[config.mk]
export PLATFORM = sky130hd
export DESIGN_NAME = xcvr_channel_flat
export DESIGN_NICKNAME = d
export VERILOG_FILES = /design/src/rtl/xcvr_pkg.sv /design/src/rtl/xcvr_link_if.sv /design/src/rtl/xcvr_channel.sv /design/src/flat_wrapper.sv
export SDC_FILE = /design/constraint.sdc
export NUM_CORES = 1
export LEC_CHECK = 0
export BUFFER_PORTS_ARGS = -buffer_cell sky130_fd_sc_hd__buf_2
export CAP_MARGIN = 25
export CORE_UTILIZATION = 58
export DETAILED_ROUTE_END_ITERATION = 10
export GPL_TIMING_DRIVEN = 0
export HOLD_SLACK_MARGIN = 0.03
export PLACE_DENSITY = 0.88
export SYNTH_ARGS = -nofsm -noshare
export SYNTH_HDL_FRONTEND = slang
export SYNTH_SLANG_ARGS = --single-unit
[constraint.sdc]
create_clock -name i_mclk -period 5 [get_ports i_mclk]
set_clock_uncertainty 0.05 [all_clocks]
set_input_delay 1 -clock i_mclk [delete_from_list [all_inputs] [get_ports i_mclk]]
set_output_delay 1 -clock i_mclk [all_outputs]
set_load 0.02 [all_outputs]
[src/rtl/xcvr_pkg.sv]
// Shared constants and types for the channel core interface and its fabric partner.
package xcvr_pkg;
  // Parallel bus layout.
  localparam int DATA_W = 80;
  localparam int CTRL_W = 8;
  localparam int PAYLOAD_W = 64;
  localparam int UNUSED_W = 16;
  localparam int HALF_W = 32;
  localparam int WORD_W = 72;
  localparam int CTRL_LSB = 64;
  localparam int MARK_POS = 79;
  localparam int BUF_DEPTH = 2;
  // Asynchronous input vector positions.
  localparam int ASYNC_W = 6;
  localparam int A_LPBK = 0;
  localparam int A_TXA = 1;
  localparam int A_TXD = 2;
  localparam int A_RXA = 3;
  localparam int A_RXD = 4;
  localparam int A_REL = 5;
  // Timing.
  localparam int CLK_PERIOD_NS = 10;
  localparam int CAL_TIME_NS = 2000;
  localparam int LOCK_TIME_NS = 500;
  localparam int SETTLE_TIME_NS = 100;
  localparam int REL_TIME_NS = 300;
  localparam logic [7:0] CAL_CYCLES = 8'((CAL_TIME_NS + CLK_PERIOD_NS - 1) / CLK_PERIOD_NS);
  localparam logic [7:0] LOCK_CYCLES = 8'((LOCK_TIME_NS + CLK_PERIOD_NS - 1) / CLK_PERIOD_NS);
  localparam logic [7:0] SETTLE_CYCLES = 8'((SETTLE_TIME_NS + CLK_PERIOD_NS - 1) / CLK_PERIOD_NS);
  localparam logic [7:0] REL_CYCLES = 8'((REL_TIME_NS + CLK_PERIOD_NS - 1) / CLK_PERIOD_NS);
  localparam logic [6:0] SER_LAST = 7'(WORD_W - 1);
  // Clock output sources.
  typedef enum logic [2:0] {
    CLK_PCS = 3'h1,
    CLK_PCS_X2 = 3'h2,
    CLK_PMA_DIV = 3'h4
  } clk_src_t;
  // Fabric reset sequencer states.
  typedef enum logic [5:0] {
    F_HOLD = 6'h01,
    F_CAL = 6'h02,
    F_ANALOG = 6'h04,
    F_DIGITAL = 6'h08,
    F_LOCK = 6'h10,
    F_RUN = 6'h20
  } fab_state_t;
endpackage : xcvr_pkg

[src/rtl/xcvr_link_if.sv]
// Link between the channel core interface and the fabric logic.
`timescale 1ns/1ns
interface xcvr_link_if;
  logic loopback_enable;
  logic tx_analog_reset;
  logic tx_digital_reset;
  logic rx_analog_reset;
  logic rx_digital_reset;
  logic release_ctrl;
  logic [xcvr_pkg::DATA_W-1:0] tx_data;
  logic [xcvr_pkg::CTRL_W-1:0] tx_control;
  logic [xcvr_pkg::UNUSED_W-1:0] unused_tx_data;
  logic tx_valid;
  logic tx_ready;
  logic tx_cal_busy;
  logic rx_cal_busy;
  logic tx_analog_status;
  logic tx_digital_status;
  logic rx_analog_status;
  logic rx_digital_status;
  logic dll_lock;
  logic transmit_clock_out;
  logic transmit_second_clock_out;
  modport device_mp (
    input loopback_enable, tx_analog_reset, tx_digital_reset, rx_analog_reset, rx_digital_reset,
    input release_ctrl, tx_data, tx_control, unused_tx_data, tx_valid,
    output tx_ready, tx_cal_busy, rx_cal_busy, tx_analog_status, tx_digital_status,
    output rx_analog_status, rx_digital_status, dll_lock, transmit_clock_out, transmit_second_clock_out
  );
  modport fabric_mp (
    output loopback_enable, tx_analog_reset, tx_digital_reset, rx_analog_reset, rx_digital_reset,
    output release_ctrl, tx_data, tx_control, unused_tx_data, tx_valid,
    input tx_ready, tx_cal_busy, rx_cal_busy, tx_analog_status, tx_digital_status,
    input rx_analog_status, rx_digital_status, dll_lock, transmit_clock_out, transmit_second_clock_out
  );
endinterface : xcvr_link_if

[src/rtl/xcvr_channel.sv]
// Channel end: resets, calibration, loopback, transmit data path and clock outputs.
`timescale 1ns/1ns
module xcvr_channel (
  // Clock, reset and clock enable.
  input wire logic i_mclk,
  input wire logic i_reset,
  input wire logic i_ce,
  // Configuration.
  input wire logic i_simplified,
  input wire logic i_double_rate,
  input wire logic i_bonded,
  input wire logic i_master_align,
  input wire logic [2:0] i_clk_sel_first,
  input wire logic [2:0] i_clk_sel_second,
  // Calibration requests.
  input wire logic i_tx_cal_request,
  input wire logic i_rx_cal_request,
  // Serial side.
  input wire logic i_serial_rx,
  output logic o_serial_tx,
  output logic o_rx_bit,
  output logic [7:0] o_rx_shift,
  // Fabric link.
  xcvr_link_if.device_mp link
);
  typedef struct packed {
    logic [xcvr_pkg::ASYNC_W-1:0] s1;
    logic [xcvr_pkg::ASYNC_W-1:0] s2;
    logic [xcvr_pkg::ASYNC_W-1:0] s3;
    logic [xcvr_pkg::ASYNC_W-1:0] filt;
    logic [7:0] tx_cal_cnt;
    logic [7:0] rx_cal_cnt;
    logic [7:0] lock_cnt;
    logic [2:0] div_cnt;
    logic [xcvr_pkg::BUF_DEPTH-1:0][xcvr_pkg::WORD_W-1:0] buf_word;
    logic wr_ptr;
    logic rd_ptr;
    logic [1:0] count;
    logic [xcvr_pkg::HALF_W-1:0] lower_half;
    logic lower_held;
    logic [xcvr_pkg::WORD_W-1:0] shreg;
    logic [6:0] bit_cnt;
    logic shifting;
    logic tx_ready;
    logic tx_cal_busy;
    logic rx_cal_busy;
    logic dll_lock;
    logic clk_out1;
    logic clk_out2;
    logic serial_tx;
    logic rx_bit;
    logic [7:0] rx_shift;
    logic [3:0] stat;
  } chan_state_t;

  chan_state_t st;
  chan_state_t next_st;
  logic [xcvr_pkg::ASYNC_W-1:0] async_in;
  logic [xcvr_pkg::WORD_W-1:0] in_word;
  logic tx_pma_rst;
  logic tx_pcs_rst;
  logic rx_pma_rst;
  logic rx_pcs_rst;
  logic accept;
  logic push;
  logic pop;
  logic simple_eff;

  ////////////////////////////////////////////////////////////////////////////
  // Clock source selection.
  function automatic logic pick_clock(input logic [2:0] sel, input logic [2:0] cnt);
    logic r;
    r = 1'b0;
    unique case (sel)
      xcvr_pkg::CLK_PCS: r = cnt[1];
      xcvr_pkg::CLK_PCS_X2: r = cnt[0];
      xcvr_pkg::CLK_PMA_DIV: r = cnt[2];
      default: r = 1'b0;
    endcase
    return r;
  endfunction : pick_clock

  ////////////////////////////////////////////////////////////////////////////
  // Asynchronous control inputs gathered for the synchronisers.
  assign async_in = {link.release_ctrl, link.rx_digital_reset, link.rx_analog_reset,
                     link.tx_digital_reset, link.tx_analog_reset, link.loopback_enable};

  always_comb begin
    next_st = st;
    tx_pma_rst = st.filt[xcvr_pkg::A_TXA];
    tx_pcs_rst = st.filt[xcvr_pkg::A_TXD] | st.filt[xcvr_pkg::A_REL];
    rx_pma_rst = st.filt[xcvr_pkg::A_RXA];
    rx_pcs_rst = st.filt[xcvr_pkg::A_RXD];
    simple_eff = i_simplified & ~i_double_rate;
    accept = link.tx_valid & st.tx_ready;
    in_word = link.tx_data[xcvr_pkg::WORD_W-1:0];
    if (simple_eff) begin
      in_word = {link.tx_control, link.tx_data[xcvr_pkg::PAYLOAD_W-1:0]};
    end
    if (i_double_rate) begin
      in_word = {link.tx_data[xcvr_pkg::CTRL_LSB +: xcvr_pkg::CTRL_W],
                 link.tx_data[xcvr_pkg::HALF_W-1:0], st.lower_half};
    end
    push = accept & (~i_double_rate | (link.tx_data[xcvr_pkg::MARK_POS] & st.lower_held));
    pop = ~st.shifting & (st.count != 2'h0) & ~tx_pma_rst;
    if (i_ce) begin
      // Three-stage synchronisers; a change counts once stages two and three agree.
      next_st.s1 = async_in;
      next_st.s2 = st.s1;
      next_st.s3 = st.s2;
      next_st.filt = (st.s2 & st.s3) | (st.filt & (st.s2 ^ st.s3));
      next_st.stat = {rx_pcs_rst, rx_pma_rst, tx_pcs_rst, tx_pma_rst};
      // Calibration engines.
      if (i_tx_cal_request) begin
        next_st.tx_cal_cnt = xcvr_pkg::CAL_CYCLES;
      end else if (st.tx_cal_cnt != 8'h00) begin
        next_st.tx_cal_cnt = st.tx_cal_cnt - 8'h01;
      end
      next_st.tx_cal_busy = next_st.tx_cal_cnt != 8'h00;
      if (i_rx_cal_request) begin
        next_st.rx_cal_cnt = xcvr_pkg::CAL_CYCLES;
      end else if (st.rx_cal_cnt != 8'h00) begin
        next_st.rx_cal_cnt = st.rx_cal_cnt - 8'h01;
      end
      next_st.rx_cal_busy = next_st.rx_cal_cnt != 8'h00;
      // Clock divider and output selection.
      next_st.div_cnt = st.div_cnt + 3'h1;
      if (i_bonded & i_master_align) begin
        next_st.div_cnt = 3'h0;
      end
      next_st.clk_out1 = pick_clock(i_clk_sel_first, next_st.div_cnt);
      next_st.clk_out2 = pick_clock(i_clk_sel_second, next_st.div_cnt);
      // Double rate lower word holding.
      if (accept & i_double_rate & ~link.tx_data[xcvr_pkg::MARK_POS]) begin
        next_st.lower_half = link.tx_data[xcvr_pkg::HALF_W-1:0];
        next_st.lower_held = 1'b1;
      end else if (push) begin
        next_st.lower_held = 1'b0;
      end
      // Two-entry buffer.
      if (push) begin
        next_st.buf_word[st.wr_ptr] = in_word;
        next_st.wr_ptr = ~st.wr_ptr;
      end
      if (pop) begin
        next_st.shreg = st.buf_word[st.rd_ptr];
        next_st.rd_ptr = ~st.rd_ptr;
        next_st.bit_cnt = xcvr_pkg::SER_LAST;
        next_st.shifting = 1'b1;
      end else if (st.shifting) begin
        next_st.shreg = st.shreg >> 1;
        next_st.bit_cnt = st.bit_cnt - 7'h01;
        next_st.shifting = st.bit_cnt != 7'h00;
      end
      next_st.count = st.count + {1'b0, push} - {1'b0, pop};
      next_st.serial_tx = st.shifting & st.shreg[0];
      if (tx_pma_rst) begin
        next_st.shifting = 1'b0;
        next_st.shreg = '0;
        next_st.serial_tx = 1'b0;
      end
      if (tx_pcs_rst) begin
        next_st.count = 2'h0;
        next_st.wr_ptr = 1'b0;
        next_st.rd_ptr = 1'b0;
        next_st.lower_held = 1'b0;
      end
      next_st.tx_ready = ~tx_pcs_rst & (next_st.count != 2'h2);
      // Delay locked loop lock timer.
      if (tx_pcs_rst) begin
        next_st.lock_cnt = 8'h00;
      end else if (st.lock_cnt != xcvr_pkg::LOCK_CYCLES) begin
        next_st.lock_cnt = st.lock_cnt + 8'h01;
      end
      next_st.dll_lock = next_st.lock_cnt == xcvr_pkg::LOCK_CYCLES;
      // Receive path with serial loopback.
      next_st.rx_bit = st.filt[xcvr_pkg::A_LPBK] ? st.serial_tx : i_serial_rx;
      if (rx_pma_rst) begin
        next_st.rx_bit = 1'b0;
      end
      next_st.rx_shift = {st.rx_shift[6:0], st.rx_bit};
      if (rx_pcs_rst) begin
        next_st.rx_shift = 8'h00;
      end
    end
  end

  ////////////////////////////////////////////////////////////////////////////
  // State register.
  always_ff @(posedge i_mclk) begin
    if (i_reset) begin
      st <= '0;
      st.s1 <= 6'h1e;
      st.s2 <= 6'h1e;
      st.s3 <= 6'h1e;
      st.filt <= 6'h1e;
      st.stat <= 4'hf;
      st.tx_cal_cnt <= xcvr_pkg::CAL_CYCLES;
      st.rx_cal_cnt <= xcvr_pkg::CAL_CYCLES;
      st.tx_cal_busy <= 1'b1;
      st.rx_cal_busy <= 1'b1;
    end else begin
      st <= next_st;
    end
  end

  ////////////////////////////////////////////////////////////////////////////
  // Outputs.
  assign link.tx_ready = st.tx_ready;
  assign link.tx_cal_busy = st.tx_cal_busy;
  assign link.rx_cal_busy = st.rx_cal_busy;
  assign link.tx_analog_status = st.stat[0];
  assign link.tx_digital_status = st.stat[1];
  assign link.rx_analog_status = st.stat[2];
  assign link.rx_digital_status = st.stat[3];
  assign link.dll_lock = st.dll_lock;
  assign link.transmit_clock_out = st.clk_out1;
  assign link.transmit_second_clock_out = st.clk_out2;
  assign o_serial_tx = st.serial_tx;
  assign o_rx_bit = st.rx_bit;
  assign o_rx_shift = st.rx_shift;
endmodule : xcvr_channel

[src/flat_wrapper.sv]
// flat-port wrapper written by rule: the top's interface ports become plain ports
module xcvr_channel_flat 
  (i_mclk, i_reset, i_ce, i_simplified, i_double_rate, i_bonded, i_master_align, i_clk_sel_first, i_clk_sel_second, i_tx_cal_request, i_rx_cal_request, i_serial_rx, o_serial_tx, o_rx_bit, o_rx_shift, link_loopback_enable, link_tx_analog_reset, link_tx_digital_reset, link_rx_analog_reset, link_rx_digital_reset, link_release_ctrl, link_tx_data, link_tx_control, link_unused_tx_data, link_tx_valid, link_tx_ready, link_tx_cal_busy, link_rx_cal_busy, link_tx_analog_status, link_tx_digital_status, link_rx_analog_status, link_rx_digital_status, link_dll_lock, link_transmit_clock_out, link_transmit_second_clock_out);
  xcvr_link_if link_i ();
  input wire logic i_mclk;
  input wire logic i_reset;
  input wire logic i_ce;
  input wire logic i_simplified;
  input wire logic i_double_rate;
  input wire logic i_bonded;
  input wire logic i_master_align;
  input wire logic [2:0] i_clk_sel_first;
  input wire logic [2:0] i_clk_sel_second;
  input wire logic i_tx_cal_request;
  input wire logic i_rx_cal_request;
  input wire logic i_serial_rx;
  output logic o_serial_tx;
  output logic o_rx_bit;
  output logic [7:0] o_rx_shift;
  input wire logic [$bits(link_i.loopback_enable)-1:0] link_loopback_enable;
  input wire logic [$bits(link_i.tx_analog_reset)-1:0] link_tx_analog_reset;
  input wire logic [$bits(link_i.tx_digital_reset)-1:0] link_tx_digital_reset;
  input wire logic [$bits(link_i.rx_analog_reset)-1:0] link_rx_analog_reset;
  input wire logic [$bits(link_i.rx_digital_reset)-1:0] link_rx_digital_reset;
  input wire logic [$bits(link_i.release_ctrl)-1:0] link_release_ctrl;
  input wire logic [$bits(link_i.tx_data)-1:0] link_tx_data;
  input wire logic [$bits(link_i.tx_control)-1:0] link_tx_control;
  input wire logic [$bits(link_i.unused_tx_data)-1:0] link_unused_tx_data;
  input wire logic [$bits(link_i.tx_valid)-1:0] link_tx_valid;
  output wire logic [$bits(link_i.tx_ready)-1:0] link_tx_ready;
  output wire logic [$bits(link_i.tx_cal_busy)-1:0] link_tx_cal_busy;
  output wire logic [$bits(link_i.rx_cal_busy)-1:0] link_rx_cal_busy;
  output wire logic [$bits(link_i.tx_analog_status)-1:0] link_tx_analog_status;
  output wire logic [$bits(link_i.tx_digital_status)-1:0] link_tx_digital_status;
  output wire logic [$bits(link_i.rx_analog_status)-1:0] link_rx_analog_status;
  output wire logic [$bits(link_i.rx_digital_status)-1:0] link_rx_digital_status;
  output wire logic [$bits(link_i.dll_lock)-1:0] link_dll_lock;
  output wire logic [$bits(link_i.transmit_clock_out)-1:0] link_transmit_clock_out;
  output wire logic [$bits(link_i.transmit_second_clock_out)-1:0] link_transmit_second_clock_out;
  assign link_i.loopback_enable = link_loopback_enable;
  assign link_i.tx_analog_reset = link_tx_analog_reset;
  assign link_i.tx_digital_reset = link_tx_digital_reset;
  assign link_i.rx_analog_reset = link_rx_analog_reset;
  assign link_i.rx_digital_reset = link_rx_digital_reset;
  assign link_i.release_ctrl = link_release_ctrl;
  assign link_i.tx_data = link_tx_data;
  assign link_i.tx_control = link_tx_control;
  assign link_i.unused_tx_data = link_unused_tx_data;
  assign link_i.tx_valid = link_tx_valid;
  assign link_tx_ready = link_i.tx_ready;
  assign link_tx_cal_busy = link_i.tx_cal_busy;
  assign link_rx_cal_busy = link_i.rx_cal_busy;
  assign link_tx_analog_status = link_i.tx_analog_status;
  assign link_tx_digital_status = link_i.tx_digital_status;
  assign link_rx_analog_status = link_i.rx_analog_status;
  assign link_rx_digital_status = link_i.rx_digital_status;
  assign link_dll_lock = link_i.dll_lock;
  assign link_transmit_clock_out = link_i.transmit_clock_out;
  assign link_transmit_second_clock_out = link_i.transmit_second_clock_out;
  xcvr_channel u_core (.i_mclk(i_mclk), .i_reset(i_reset), .i_ce(i_ce), .i_simplified(i_simplified), .i_double_rate(i_double_rate), .i_bonded(i_bonded), .i_master_align(i_master_align), .i_clk_sel_first(i_clk_sel_first), .i_clk_sel_second(i_clk_sel_second), .i_tx_cal_request(i_tx_cal_request), .i_rx_cal_request(i_rx_cal_request), .i_serial_rx(i_serial_rx), .o_serial_tx(o_serial_tx), .o_rx_bit(o_rx_bit), .o_rx_shift(o_rx_shift), .link(link_i));
endmodule
Word-level counts from Yosys, hierarchy flattened
Index checks and enable logic that the tools add are counted.
{"block": "classes", "n_addsub": 7, "order_cmp": 3, "n_eq_ne": 11, "n_mux": 34, "n_bitwise": 24, "n_reduce_logical": 17}
{"cell": "$mux 72", "count": 6}
{"cell": "$mux 80", "count": 2}
{"cell": "$bwmux 144", "count": 1}
{"cell": "$mux 8", "count": 10}
{"cell": "$demux 72 s1", "count": 1}
{"cell": "$reduce_bool 8->1", "count": 4}
{"cell": "$sub 8x1->8 const B", "count": 2}
{"cell": "$reduce_and 2->1", "count": 7}
{"cell": "$and 6x6->6", "count": 2}
{"cell": "$and 1x1->1", "count": 11}
{"cell": "$mux 1", "count": 9}
{"cell": "$add 8x1->8 const B", "count": 1}
{"cell": "$eq 8x6->1 const B", "count": 1}
{"cell": "$mux 4", "count": 2}
{"cell": "$ne 8x6->1 const B", "count": 1}
{"cell": "$not 1->1", "count": 7}
{"cell": "$reduce_bool 7->1", "count": 1}
{"cell": "$sub 7x1->7 const B", "count": 1}
{"cell": "$eq 3x1->1 const B", "count": 2}
{"cell": "$eq 3x2->1 const B", "count": 2}
{"cell": "$eq 3x3->1 const B", "count": 2}
{"cell": "$ne 3x1->1 const B", "count": 2}
{"cell": "$or 6x6->6", "count": 1}
{"cell": "$pmux 1 s3", "count": 2}
{"cell": "other kinds (12)", "count": 16}
{"block": "totals", "reg_bits": 332}

Depth between registers and ports, before layout
{"block": "logic_depth", "ltp_word": 9, "ltp_mapped": 12, "depth_no_buf": 10}

Worst setup path after synthesis
OpenSTA, ideal clock, no wires.
{"block": "synth_timing", "path_kind": "input to register", "from": "input port i_ce", "to": "register u_core.st[249] (netlist name)", "arrival_ns": 2.211, "required_ns": 4.816, "path_slack_ns": 2.605, "stages": 6, "path_cell_list": "buf_6 > inv_2 > nor4_4 > buf_6 > buf_2 > a211oi_1"}
{"block": "synth_via", "elab_chain_cells": 1}
{"element": "start: declaration", "line_no": "flat_wrapper.sv:7", "source": "input wire logic i_ce;"}
{"element": "$reduce_and 2->1 (no line)"}
{"element": "end signal: assignment", "line_no": "xcvr_channel.sv:203", "source": "st <= next_st;"}
{"element": "end: declaration", "line_no": "xcvr_channel.sv:56", "source": "chan_state_t st;"}
Every way passes these cells.
A chain may end at the register's enable or synchronous reset.

Worst setup path in the final report
{"block": "layout_timing", "from": "register u_core.st[20] (netlist name)", "to": "register u_core.st (netlist bit u_core.link.tx_ready)"}
{"block": "layout_via", "elab_chain_cells": 8}
{"element": "$not 1->1", "line_no": "xcvr_channel.sv:105", "source": "pop = ~st.shifting & (st.count != 2'h0) & ~tx_pma_rst;"}
{"element": "$and 1x1->1 (2 in series)", "line_no": "xcvr_channel.sv:105"}
{"element": "$sub 2x1->2", "line_no": "xcvr_channel.sv:155", "source": "next_st.count = st.count + {1'b0, push} - {1'b0, pop};"}
{"element": "$mux 4", "line_no": "xcvr_channel.sv:162", "source": "if (tx_pcs_rst) begin"}
{"element": "$mux 4", "line_no": "xcvr_channel.sv:106", "source": "if (i_ce) begin"}
{"element": "$ne 2x2->1", "line_no": "xcvr_channel.sv:168", "source": "next_st.tx_ready = ~tx_pcs_rst & (next_st.count != 2'h2);"}
{"element": "$and 1x1->1", "line_no": "xcvr_channel.sv:168"}
Every way passes these cells. The select of a mux whose other input is x is not followed.

==> key figures <==
Yosys
  – Main combinational cell family by area after synthesis: compound AO/OA/AOI/OAI gates
  – Synth Area in Compound Gates: 20.7%
  – Synth warn: 0
  – Most instantiated library cell after synthesis: dfxtp_1
  – Number of synthesized register bits: 332
  – Predominant post-synthesis flop cell: dfxtp_1
  – Post-synthesis async set-or-reset flop share: 0%
  – Post-synth EDFFs: 0
  – Post-synthesis sequential area ratio: 45.2%
  – Post-Synth XOR/XNOR Area: 0.477%
  – Post-Syn Area: 14,700 µm²
  – Share of the synthesized area in the top cell type: 45.2%
  – Largest area contributor in the netlist: dfxtp_1
  – Post-synth top cells: 332 x dfxtp_1, 281 x nor2_1, 177 x nand2_1
  – Post-Synth Simple-Gate Area: 15.7%
  – Post-synthesis mux area share: 10.8%
  – Synthesized area per cell: 8.64 µm²
  – Top cells by area, synth: dfxtp_1 45%, mux2i_1 11%, a211oi_1 7.4%
  – Post-Syn Nets: 1,844
  – Post-Syn Instances: 1,701
  – Synthesized-area fraction occupied by adder cells: 1.36%
  – Distinct cells, synth: 63

CTS
  – CTS max path bufs: 3
  – H-tree depth: 2
  – CTS tree: yes
  – CTS Buf Count: 35
  – Post-CTS resize count: 0
  – Worst-Skew Late Latency: 0.54 ns
  – Postcts setup bufs: 0
  – Register clock-pin slew on the reported worst setup and hold paths: 0.06 ns
  – # clock sinks: 332
  – Hold Buf Count CTS: 0
  – Root Driver: clkbuf_16

Min path
  – Min-delay worst type: reg2reg
  – Hold path start: u_core.st[127]

Finish
  – Share of cells above drive strength 1: 13.3%
  – Finished Cell Area: 17,000 µm²
  – Layout Utilization: 69.1%
  – Fin cells: 2,212
  – Nets: 2,004
  – Max reg flops: 310
  – Largest Register: u_core.st
  – Area delta synth->final: 15.7%
  – Diode count: 0

Power and ir drop
  – Leakage: 6.01 nW
  – PD cells: 348 nW/µm²
  – Tot Pwr: 0.00591 W
  – Maximum VDD drop: 0.283 mV

Timing
  – RSZ-0062 raised after global routing: no
  – Final Max Slew Viols: 0
  – Fin crit share: 63.3%
  – Final Hold Viols: 0
  – Worst Tran Pin Value: 0.985 ns
  – Max_slew headroom: 33.9%
  – Highest clock rate: 316 MHz
  – Final setup fails: 0
  – Fin crit period: 3.16 ns
  – Setup_tns: 0 ns

Run status
  – Run status: complete, no violations

Detailed routing
  – Vias: 13,700
  – Antenna-violating nets left: 0
  – # DRC: 0
  – DRT Pass-1 Iters: 8
  – Final wirelength: 42,100 µm
  – Initial DRC count: 1,432
  – WL/cell: 19.0 µm
  – Via density: 6.18

Critical path
  – Data arrival, critical path: 3.48 ns
  – Critical path origin: u_core.st[20]
  – Startpoint types: flip-flop
  – CP Max Fanout: 10
  – WS Path Type: reg2reg
  – Worst EP required: 5.31 ns
  – Worst Setup End Kind: flip-flop
  – Worst r2r src: u_core.st[20]

Floorplan
  – Die width: 161 µm
  – Rows: 57
  – I/O pin count: 147
  – Core Area: 24,600 µm²
  – Full die area: 26,000 µm²
  – Initial Util: 59.7%
  – Height of the die: 161 µm

GRT
  – Largest net degree at the start of global routing: 16
  – GRT Util Overall: 31.9%
  – GR Overflow Total: 0
  – Initial antenna violation count: 1
  – Global-route wire length before repair: 66,800 µm
  – Number of global-route vias before repair: 13,200

Flow run
  – Max-cap violations: 0

Placement
  – Port bufs: 122
  – Post-Place Cells: 2,147
  – Area after DPL: 15,700 µm²
  – Post-DP HPWL: 28,500 µm
  – GPL Wtd Cong: 0.926
## layout by cell type (no fill, tap or decap), types with 7 or more instances in the layout
cell       synthesis  layout
dfxtp_1          332     332
nor2_1           281     281
nand2_1          177     177
mux2i_1          158     158
buf_2             28     150
a211oi_1         144     144
o21ai_0          103     103
clkbuf_1          92      93
a22oi_1           81      81
a21oi_1           78      78
clkbuf_16          0      36
inv_1             23      23
nor3_1            18      18
ha_1              16      16
a211o_1           14      14
and2_1            13      13
nand3_1           12      12
buf_6             10      11
buf_4             11      11
buf_1              9       9
clkbuf_8           2       7
a31oi_1            7       7
nor2b_1            7       7
## worst paths after layout
kind / end / slack, ns / depth (start not counted)
hold reg to reg: u_core.st[127] / 0.40 / 2
hold / removal: u_core.st[127] / 0.40 / 2
setup / recovery: u_core.link.tx_ready / 1.84 / 12
setup reg to reg: u_core.link.tx_ready / 1.84 / 12
## critical path: stages, from the launching register on
cell,delay (ns)
dfxtp_1,0.32
clkbuf_1,0.51
nor2_1,0.12
o21ai_1,0.23
buf_2,0.40
inv_1,0.16
ha_1,0.30
inv_1,0.04
ha_1,0.19
xor2_1,0.25
xnor2_1,0.10
o211ai_1,0.23
a21oi_1,0.10
## metal layers
metal	part of all wire, %	vias up	track usage, %
li1	-	6331	-
met1	41	6527	40.6
met2	48	683	54.4
met3	8.3	131	4.39
met4	3.5	2	13.5
met5	0.031	-	0
## through the flow
step                hold WS (ns)  setup slack (ns)
detailed placement         0.397              1.61
global route               0.425              1.67
CTS                        0.406              1.92
global placement           0.391              1.62
finish                     0.404              1.84
floorplan                  0.386              2.60
## area by class of cell
type / count / area (µm²)
fillers: 1880 / 7610
multi-input cells: 1193 / 7210
flip-flops and latches: 332 / 6650
clock buffers: 42 / 973
plain buffers: 152 / 742
repair buffers: 123 / 622
well taps: 324 / 405
clock inverters: 22 / 299
inverters: 24 / 90.1
## power by group
part | internal [W] | leakage [nW] | switching (W)
clock network | 0.00172 | 0.614 | 0.00112
logic | 0.000125 | 2.72 | 0.000248
registers | 0.00267 | 2.68 | 0.0000212
total | 0.00451 | 6.01 | 0.00139
## cell families (layout without fill, tap and decap cells)
logic type | Yosys count | in the layout
multiplexers | 159 | 159
flip-flops | 332 | 332
AND/OR/NAND/NOR | 549 | 549
buffers and inverters | 176 | 363
AO/OA/AOI/OAI | 461 | 461
adder cells (fa/ha/maj) | 16 | 16
XOR/XNOR | 8 | 8
(Power assumes the default switching activity.)
